--- src/shared/sld_pkg.sv ---
// package: constants and types for the serial latched output driver
package sld_pkg;
  // number of shift stages, latches and output drivers
  localparam int unsigned STAGES = 20;
  // reset value of the shift chain and output latches
  localparam logic [STAGES-1:0] CHAIN_RST = 20'h00000;
  // reset value of a settled pin level (clkLvl, datLvl, ldLvl, disLvl)
  localparam logic SYNC_RST = 1'b0;
  // synchroniser depth for pin inputs
  localparam int unsigned SYNC_DEPTH = 3;
  // output stage modes
  typedef enum logic [1:0] {
    SLD_OUT_BLANK = 2'b00,
    SLD_OUT_LIVE  = 2'b01
  } sld_mode_t;
endpackage

--- src/rtl/sld_driver.sv ---
// design: 20-stage serial-in latched output driver, oversampled on ref_clk
`timescale 1ns/1ps
module sld_driver
  import sld_pkg::*;
(
  input  wire logic              ref_clk,
  input  wire logic              rstn,
  input  wire logic              shiftClk,
  input  wire logic              serialIn,
  input  wire logic              latchLoad,
  input  wire logic              outDisable,
  output logic                   serialOut,
  output logic      [STAGES-1:0] srcOn,
  output logic      [STAGES-1:0] sinkOn
);

  // ==========================================================
  // reset release
  // ==========================================================
  logic [1:0] rstSync_r;
  logic       rstnInt;

  // async assert, clocked release through two flops
  always_ff @(posedge ref_clk or negedge rstn) begin
    if (!rstn) begin
      rstSync_r <= 2'b00;
    end else begin
      rstSync_r <= {rstSync_r[0], 1'b1};
    end
  end
  // release is clocked so no state flop sees reset drop close to an edge
  assign rstnInt = rstSync_r[1];

  // ==========================================================
  // state
  // ==========================================================
  typedef struct packed {
    logic [SYNC_DEPTH-1:0] clkSync;
    logic [SYNC_DEPTH-1:0] datSync;
    logic [SYNC_DEPTH-1:0] ldSync;
    logic [SYNC_DEPTH-1:0] disSync;
    logic                  clkLvl;
    logic                  datLvl;
    logic                  ldLvl;
    logic                  disLvl;
    logic [STAGES-1:0]     chain;
    logic [STAGES-1:0]     latch;
    sld_mode_t             mode;
  } sld_state_t;

  sld_state_t st_r;
  sld_state_t st_nxt;
  logic       clkRise;

  // a change counts once the second and third flops agree
  function automatic logic settle(input logic [SYNC_DEPTH-1:0] s, input logic prev);
    settle = (s[1] == s[2]) ? s[2] : prev;
  endfunction

  // next state: sampling, shift, latch, output mode
  always_comb begin
    st_nxt = st_r;
    // every pin walks its own three flops; the first is only ever shifted on
    st_nxt.clkSync = {st_r.clkSync[1:0], shiftClk};
    st_nxt.datSync = {st_r.datSync[1:0], serialIn};
    st_nxt.ldSync  = {st_r.ldSync[1:0], latchLoad};
    st_nxt.disSync = {st_r.disSync[1:0], outDisable};
    // a level moves only once flops two and three agree, so a runt is dropped
    st_nxt.clkLvl  = settle(st_r.clkSync, st_r.clkLvl);
    st_nxt.datLvl  = settle(st_r.datSync, st_r.datLvl);
    st_nxt.ldLvl   = settle(st_r.ldSync, st_r.ldLvl);
    st_nxt.disLvl  = settle(st_r.disSync, st_r.disLvl);
    // one-cycle shift enable; the host clock never clocks a flop itself
    clkRise = st_nxt.clkLvl && !st_r.clkLvl;
    // data is taken from the settled level before the edge; host setup covers it
    if (clkRise) begin
      st_nxt.chain = {st_r.chain[STAGES-2:0], st_r.datLvl};
    end
    // transparent latch: follows the chain, including fresh shifts
    if (st_r.ldLvl) begin
      st_nxt.latch = st_nxt.chain;
    end else begin
      st_nxt.latch = st_r.latch;
    end
    // blanking follows the settled pin; latch bits are not touched here
    st_nxt.mode = st_nxt.disLvl ? SLD_OUT_BLANK : SLD_OUT_LIVE;
  end

  // single state register
  always_ff @(posedge ref_clk or negedge rstnInt) begin
    if (!rstnInt) begin
      st_r <= '{clkSync: '0, datSync: '0, ldSync: '0, disSync: '0,
                clkLvl: SYNC_RST, datLvl: SYNC_RST, ldLvl: SYNC_RST,
                disLvl: SYNC_RST, chain: CHAIN_RST, latch: CHAIN_RST,
                mode: SLD_OUT_BLANK};
    end else begin
      st_r <= st_nxt;
    end
  end

  // ==========================================================
  // driver stages
  // ==========================================================
  // a stage sources only when live and its latch bit is set
  // blanking masks the drivers only, so latch contents survive it
  function automatic logic driveSrc(input sld_mode_t m, input logic lat);
    // anything but live blanks, so an unknown mode fails safe
    case (m)
      SLD_OUT_LIVE: begin
        driveSrc = lat;
      end
      default: begin
        driveSrc = 1'b0;
      end
    endcase
  endfunction

  // one source and one pull-down sink per latch, one driving at a time
  // the mux stays combinational; it settles straight from registered state
  for (genvar i = 0; i < STAGES; i++) begin : g_stage
    assign srcOn[i]  = driveSrc(st_r.mode, st_r.latch[i]);
    assign sinkOn[i] = !driveSrc(st_r.mode, st_r.latch[i]);
  end

  // ==========================================================
  // serial output
  // ==========================================================
  // taken straight off the last stage for the next part in a chain
  // registered in the chain, so it cannot glitch when load or blanking move
  assign serialOut = st_r.chain[STAGES-1];

  // ==========================================================
  // assertions
  // ==========================================================
  // shift edge: the chain steps exactly once and the first stage takes the data
  a_shift_step: assert property (@(posedge ref_clk) disable iff (!rstnInt)
    clkRise |=> st_r.chain[STAGES-1:1] == $past(st_r.chain[STAGES-2:0]))
    else $error("shift chain did not advance");
  a_shift_capture: assert property (@(posedge ref_clk) disable iff (!rstnInt)
    clkRise |=> st_r.chain[0] == $past(st_r.datLvl))
    else $error("first stage missed serial input");
  a_chain_quiet: assert property (@(posedge ref_clk) disable iff (!rstnInt)
    !clkRise |=> $stable(st_r.chain))
    else $error("shift chain moved without clock edge");

  // pin filters: a level holds while flops two and three disagree
  a_sync_filter: assert property (@(posedge ref_clk) disable iff (!rstnInt)
    (st_r.clkSync[1] != st_r.clkSync[2]) |=> $stable(st_r.clkLvl))
    else $error("clock level moved on unsettled pin");
  a_data_filter: assert property (@(posedge ref_clk) disable iff (!rstnInt)
    (st_r.datSync[1] != st_r.datSync[2]) |=> $stable(st_r.datLvl))
    else $error("data level moved on unsettled pin");
  a_load_filter: assert property (@(posedge ref_clk) disable iff (!rstnInt)
    (st_r.ldSync[1] != st_r.ldSync[2]) |=> $stable(st_r.ldLvl))
    else $error("load level moved on unsettled pin");
  a_dis_filter: assert property (@(posedge ref_clk) disable iff (!rstnInt)
    (st_r.disSync[1] != st_r.disSync[2]) |=> $stable(st_r.disLvl))
    else $error("disable level moved on unsettled pin");

  // serial output moves only with a shift and always carries the last stage
  a_sout_stable: assert property (@(posedge ref_clk) disable iff (!rstnInt)
    !clkRise |=> $stable(serialOut))
    else $error("serial out changed without clock edge");
  a_sout_last: assert property (@(posedge ref_clk) disable iff (!rstnInt)
    clkRise |=> serialOut == $past(st_r.chain[STAGES-2]))
    else $error("serial out not last stage");

  // latches: transparent while load is high, frozen while it is low
  a_latch_follow: assert property (@(posedge ref_clk) disable iff (!rstnInt)
    st_r.ldLvl |=> st_r.latch == st_r.chain)
    else $error("latch not transparent");
  a_latch_fresh: assert property (@(posedge ref_clk) disable iff (!rstnInt)
    (st_r.ldLvl && clkRise) |=> st_r.latch[0] == $past(st_r.datLvl))
    else $error("latch missed freshly shifted bit");
  a_latch_hold: assert property (@(posedge ref_clk) disable iff (!rstnInt)
    !st_r.ldLvl |=> $stable(st_r.latch))
    else $error("latch changed while load low");

  // blanking masks the drivers and never touches the latches
  a_blank_keep: assert property (@(posedge ref_clk) disable iff (!rstnInt)
    (st_r.disLvl && st_r.ldLvl) |=> st_r.latch == st_r.chain)
    else $error("blanking disturbed latches");
  a_blank_out: assert property (@(posedge ref_clk) disable iff (!rstnInt)
    st_r.disLvl |-> (srcOn == '0) && (sinkOn == '1))
    else $error("outputs not blanked");
  a_live_out: assert property (@(posedge ref_clk) disable iff (!rstnInt)
    !st_r.disLvl |-> srcOn == st_r.latch && sinkOn == ~st_r.latch)
    else $error("outputs not from latches");

  // reset: outputs stay blanked while the internal reset is low
  a_reset_blank: assert property (@(posedge ref_clk)
    !rstnInt |-> (srcOn == '0) && (sinkOn == '1))
    else $error("outputs live during reset");

  // ==========================================================
  // coverage
  // ==========================================================
  // shift, load pulse, blanking pulse, shift while transparent, cascade rise
  c_shift: cover property (@(posedge ref_clk) disable iff (!rstnInt)
    $rose(st_r.clkLvl));
  c_load: cover property (@(posedge ref_clk) disable iff (!rstnInt)
    st_r.ldLvl ##1 !st_r.ldLvl);
  c_blank: cover property (@(posedge ref_clk) disable iff (!rstnInt)
    st_r.disLvl ##1 !st_r.disLvl);
  c_live_shift: cover property (@(posedge ref_clk) disable iff (!rstnInt)
    st_r.ldLvl && clkRise);
  c_cascade: cover property (@(posedge ref_clk) disable iff (!rstnInt)
    $rose(serialOut));

endmodule

--- config.mk ---
export PLATFORM = sky130hd
export DESIGN_NAME = sld_driver
export DESIGN_NICKNAME = d
export VERILOG_FILES = /design/src/shared/sld_pkg.sv /design/src/rtl/sld_driver.sv
export SDC_FILE = /design/constraint.sdc
export NUM_CORES = 1
export LEC_CHECK = 0
export ABC_AREA = 1
export BUFFER_PORTS_ARGS = -buffer_cell sky130_fd_sc_hd__clkbuf_2
export CELL_PAD_IN_SITES_DETAIL_PLACEMENT = 0
export CELL_PAD_IN_SITES_GLOBAL_PLACEMENT = 1
export CORE_ASPECT_RATIO = 1.5
export CORE_MARGIN = 2
export CORE_UTILIZATION = 43
export DETAILED_ROUTE_END_ITERATION = 6
export GPL_TIMING_DRIVEN = 1
export PLACE_DENSITY_LB_ADDON = 0.1
export SLEW_MARGIN = 20
export SYNTH_ARGS = -nofsm -noshare
export SYNTH_HDL_FRONTEND = slang
export SYNTH_SLANG_ARGS = --single-unit
--- constraint.sdc ---
create_clock -name ref_clk -period 3.1 [get_ports ref_clk]
set_clock_uncertainty 0.15 [all_clocks]
set_input_delay 0.62 -clock ref_clk [delete_from_list [all_inputs] [get_ports ref_clk]]
set_output_delay 0.62 -clock ref_clk [all_outputs]
set_load 0.02 [all_outputs]
==> metrics.txt, run 1 <==
worst path cell trace nand2_1 -> inv_1 -> clkbuf_2; routed vias 1740; initial antenna violation count 0; max-slew violations 0; Highest Clock Rate 430.5 MHz; area leader, netlist dfrtp_1; CTS H-Tree Depth 3; Initial Util 43.96%; DR iter-0 viols 120; GPL Wtd Cong 0.7040; row count 33; Buffers & Inverters on Critical Path 2; final hold violation count 0; I/O Buffers 46; Core ar. 5368 um2; HPWL Detailed 2675 um; width of the die 64.49 um; Arr. time, crit path 1.55 ns; cell family with most CP delay flip-flops; Syn Nets 270; CP Class flip-flop to output pin; Simple-Gate Fraction of Synth Area 26.56%; drt pass-1 iters 4; GRT Overall Usage 15.93%; Yosys reg bits 59; setup bufs post-CTS 0; status finished clean; peak supply drop 428.9 uV; CTS tree yes; number of global-route vias before repair 1618; Cells after Synth 264; Detailed Route WL 4204 um; P&R area growth vs syn 21.42%; first-pass GRT wire length 7293 um; Root Driver clkbuf_8; Layout Nets 320; Synth top area share 62.57%; largest net degree at the start of global routing 34; largest family of logic cells by synthesized area simple AND/OR/NAND/NOR gates; die height 94.73 um; placed cell areas 2636 um2; Period minus WS final 2.323 ns; slowest stage cell on the critical path dfrtp_1; pre-CTS WS 1.046 ns; per-cell routed wire length 10.81 um; DIE AREA 6109 um2; critical path startpoint category flip-flop; synthesized cell area 2360 um2; final design instance area without fill 2865 um2; Hold Path Class flip-flop to async pin; Lkg Pwr 1.644 nW; RR Startpoint st_nxt[57]; complex-gate fraction of the synthesized area 0.4242%; CP startpoint st_r[0]; drt drc 0; Final ANT Viol Nets 0; Crit path depth 3; Hold WS 0.08857 ns; PwrDens 800.1 nW/um2; Slew headroom 46.33%; Ys Warns 0; final setup vio count 0; Netlist cell types 14; overflow left after global routing 0; Worst R2R Path Depth 4; worst-margin pin slew 0.8028 ns; total design power 2.293 mW; RSZ-0062 raised after global routing false; I/O pin count 47; Via density 4.473; Clock Latency Late Sink 0.33 ns; Seq/Total Area, Yosys 62.57%; clock sinks 59; critical path required time 2.33 ns; Max clock buf depth 2; proportion of synthesized area in mux cells 0%; CP max stage delay 0.79 ns; layout cell share with drive strength beyond 1 20.38%; top cells by area, synth dfrtp_1, nand2_1, inv_1; reg2reg setup slack 1.38 ns; Adder-Cell Fraction of Synth Area 0.8484%; reg2reg end st_r[25]; Worst Setup EP srcOn[9]; Synth Area in XOR/XNOR 0%; Sum Neg Setup Slack 0 ns; final critical-path share of the clock period 74.93%; CTS Buf Count 9; Crit Path Max Fanout 20; ant diodes 0; Mean Syn Cell Area 8.938 um2; Final Worst Setup Slack 0.7772 ns; Max Cap Viol 0; Crit. End Element output pin; Clk pin slew, worst setup/hold paths 0.07 ns
-- cells by family (layout without fill, tap and decap cells) --
group | Yosys count | count (layout)
AO/OA/AOI/OAI | 2 | 2
adder cells (fa/ha/maj) | 2 | 2
buffers and inverters | 54 | 109
flip-flops | 59 | 59
other | 1 | 1
AND/OR/NAND/NOR | 146 | 146
-- power breakdown --
part | internal (mW) | leakage, nW | total, mW | switching (mW)
registers | 0.918 | 0.676 | 0.988 | 0.0707
logic | 0.189 | 0.859 | 0.548 | 0.359
clock network | 0.472 | 0.109 | 0.756 | 0.285
-- layout make-up --
| type | count | area (um2) |
|---|---|---|
| Multi-Input combinational cell | 151 | 660.6 |
| Fill cell | 543 | 2502 |
| Sequential cell | 59 | 1478 |
| Timing Repair Buffer | 49 | 255.2 |
| Clock inverter | 5 | 77.57 |
| Tap cell | 70 | 87.58 |
| Inverter | 44 | 165.2 |
| Clock buffer | 11 | 141.4 |
-- worst min-delay path by stage --
stage,from,endpoint,slack (ns),depth (start not counted)
2_1_floorplan,rstn,rstSync_r[0],0.17,0
3_3_place_gp,rstSync_r[1],st_nxt[54],0.11,0
3_5_place_dp,rstSync_r[1],st_r[44],0.12,0
4_1_cts,rstSync_r[1],st_r[44],0.12,0
5_1_grt,rstSync_r[1],st_nxt[56],0.16,0
6_report,rstSync_r[1],st_r[2],0.09,0
-- through the flow --
step	utilization (%)	std cells
after floorplan	-	264
after global placement	49.11	372
after detailed placement	49.11	372
after CTS	53.38	389
after global routing	53.38	389
final	53.38	389
-- registers in the layout (all words and copies together) (netlist names) --
register / cells
serialOut: 1
rstSync_r: 2
st_r: 48
st_nxt: 8
-- placed cells by master (no fill, tap or decap) --
cell,n
nand2_1,101
dfrtp_1,58
clkbuf_2,46
inv_1,44
nand3_1,21
and2_1,20
clkbuf_8,10
nor2_1,3
a21oi_1,2
maj3_1,2
clkinv_2,2
bufinv_16,2
buf_4,2
nor2_2,1
clkbuf_1,1
clkinvlp_4,1
dlygate4sd3_1,1
conb_1,1
dfrtp_2,1
-- timing repair --
item,CTS,global route
hold buffers,1,0
hold endpoints to repair,2,0
endpoints found under the setup margin,0,0
resized for setup,0,0
-- metal layers --
layer | vias to the layer above | share of wire, % | global-route usage [%]
li1 | 871 | - | -
met1 | 829 | 44 | 19.40
met2 | 33 | 51 | 25.78
met3 | 7 | 3.7 | 5.006
met4 | 0 | 2.1 | 7.447
met5 | - | 0 | 0
-- synth_stat cells (all sizes together) --
library cell,number
a21oi,2
and2,20
buf,8
clkbuf,2
conb,1
dfrtp,59
inv,44
maj3,2
nand2,101
nand3,21
nor2,4
(Power assumes the default switching activity.)
==> inputs of run 2 (changes only) <==
- ABC_AREA: 1 -> 0
- CORE_UTILIZATION: 43 -> 40
- clock period: 3.1 -> 2.4 ns (I/O delays scaled with it)
==> metrics.txt, run 2 <==
synthesized cell area 2182 um2; CTS H-Tree Depth 3; FILL cells 502; Async SR Flop Fraction 100.0%; largest net degree at the start of global routing 42; commonest cells after routing, fill and taps aside nand2_1, dfrtp_1, clkbuf_2, inv_1; CP max stage delay 0.77 ns; total design power 2.678 mW; cts hold-fix bufs 1; top cells by area, synth dfrtp_1, nand2_1, a31oi_1; Lkg Pwr 1.553 nW; Buffers & Inverters on Critical Path 2; status finished clean; per-cell routed wire length 11.54 um; number of global-route vias before repair 1532; initial antenna violation count 0; reg2reg end st_r[3]; CTS Buf Count 9; Hold Path Class flip-flop to async pin; Netlist cell types 14; sw frac 26.81%; Ys Warns 0; width of the die 64.31 um; Core ar. 5205 um2; Clk pin slew, worst setup/hold paths 0.06 ns; PwrDens 983.6 nW/um2; cell count after placement 325; Largest Register st_r; Via density 4.570; final setup vio count 0; GPL Wtd Cong 0.6713; Arr. time, crit path 1.51 ns; die height 94.46 um; leading cell type in the layout, fill and taps excluded nand2_1; DR iter-0 viols 47; Max Cap Viol 0; Reg power frac 44.2%; I/O pin count 47; RSZ-0062 raised after global routing false; P&R area growth vs syn 24.77%; routed vias 1563; CP startpoint st_r[0]; Crit Path Max Fanout 20; slowest stage cell on the critical path dfrtp_1; row count 32; clock sinks 59; GRT Overall Usage 14.56%; RR Startpoint st_r[45]; peak supply drop 649.5 uV; I/O Buffers 46; Worst R2R Path Depth 4; post-route insts no fill 342; internal power 1.960 mW; Comb pwr share 15.4%; # resized after CTS 0; P_sw 718.0 uW; Sum Neg Setup Slack 0 ns; Clock Latency Late Sink 0.32 ns; critical path required time 1.77 ns; Crit. End Element output pin; Slew headroom 55.25%; drt pass-1 iters 5; Clock power frac 40.4%; Period minus WS final 2.138 ns; EDFF count, synth 0; Mean Syn Cell Area 9.964 um2; critical path startpoint category flip-flop; worst path cell trace nand2_1 -> inv_1 -> clkbuf_2; ant diodes 0; max-slew violations 0; Root Driver clkbuf_8; Layout Utilization 52.31%; Yosys reg bits 59; worst-margin pin slew 0.6713 ns; final critical-path share of the clock period 89.09%; Layout Nets 275; setup bufs post-CTS 0; Syn Nets 225; Highest Clock Rate 467.7 MHz; CTS tree yes; overflow left after global routing 0; max FFs per register 48; Post-synth top cells nand2_1, dfrtp_1, inv_1; Max clock buf depth 2; Seq/Total Area, Yosys 67.66%; DIE AREA 6074 um2; first-pass GRT wire length 6693 um; drt drc 0; HPWL Detailed 2529 um; reg2reg setup slack 0.94 ns; Main synth FF type dfrtp_1; Detailed Route WL 3946 um; layout cell share with drive strength beyond 1 24.09%; cell family with most CP delay flip-flops; Cells after Synth 219; most frequent cell after synthesis nand2_1; Initial Util 41.92%; area leader, netlist dfrtp_1; Final ANT Viol Nets 0; final hold violation count 0; Synth top area share 67.66%; CP Class flip-flop to output pin
[run 2: changes by cell type in the layout (fill, tap and decap cells not counted), moves of 2 or more]
cell,delta
inv_1,-23
nand2_1,-21
nand3_1,-21
a31oi_1,+20
and2_1,-20
nor2_1,+17
a21oi_1,-2
[run 2: worst max path at each step]
stage / end / depth (start not counted)
finish: srcOn[8] / 3
global route: srcOn[2] / 3
CTS: srcOn[0] / 3
detailed placement: srcOn[0] / 3
global placement: srcOn[10] / 3
floorplan: serialOut / 0
[run 2: kinds of logic after synthesis]
logic type	after synthesis	synth area share (%)
other	1	0.1719
DFF	59	67.66
adders and majority gates	3	1.376
and+or+nand+nor	102	18.00
AOI/OAI and AO/OA	22	6.307
buffers and inverters	32	6.479
[run 2: power by group through the flow]
stage	logic [mW]	clock network, mW	registers, mW
floorplan	0.300	0	1.18
global placement	0.412	0	1.20
detailed placement	0.419	0	1.20
CTS	0.421	1.11	1.18
global route	0.460	1.14	1.20
finish	0.413	1.08	1.18
[run 2: area by class of cell]
cell class                      instances  area, um2  share of cell area (%)
Multi-Input combinational cell        128      564.3                   20.73
Clock inverter                          5      100.1                   3.676
Sequential cell                        59       1478                   54.27
Timing Repair Buffer                   50      275.3                   10.11
Tap cell                               68      85.08                   3.125
Clock buffer                           11      141.4                   5.193
Inverter                               21      78.83                   2.895
[run 2: worst register-to-register path: cells and delay by family, from the launching register on]
kind | cells | cell delay, ns
AND/OR/NAND/NOR | 2 | 0.41
flip-flops | 1 | 0.38
buffers and inverters | 1 | 0.28
AO/OA/AOI/OAI | 1 | 0.09
[run 2: metrics by stage]
stage | hold WS (ns) | worst slack (ns) | area [um2]
final | 0.1110 | 0.2618 | 2723
after global routing | 0.09641 | 0.04200 | 2723
after floorplan | 0.03441 | 0.4857 | 2182
after CTS | 0.09294 | 0.1810 | 2723
after global placement | 0.1156 | 0.5729 | 2471
after detailed placement | 0.1165 | 0.5559 | 2471
[run 2: metal layers]
layer	vias to the layer above	GRT usage, %	part of all wire [%]
met3	5	3.218	4.1
met1	741	16.72	46
li1	779	-	-
met4	0	8.511	1.4
met2	38	24.83	49
met5	-	0	0
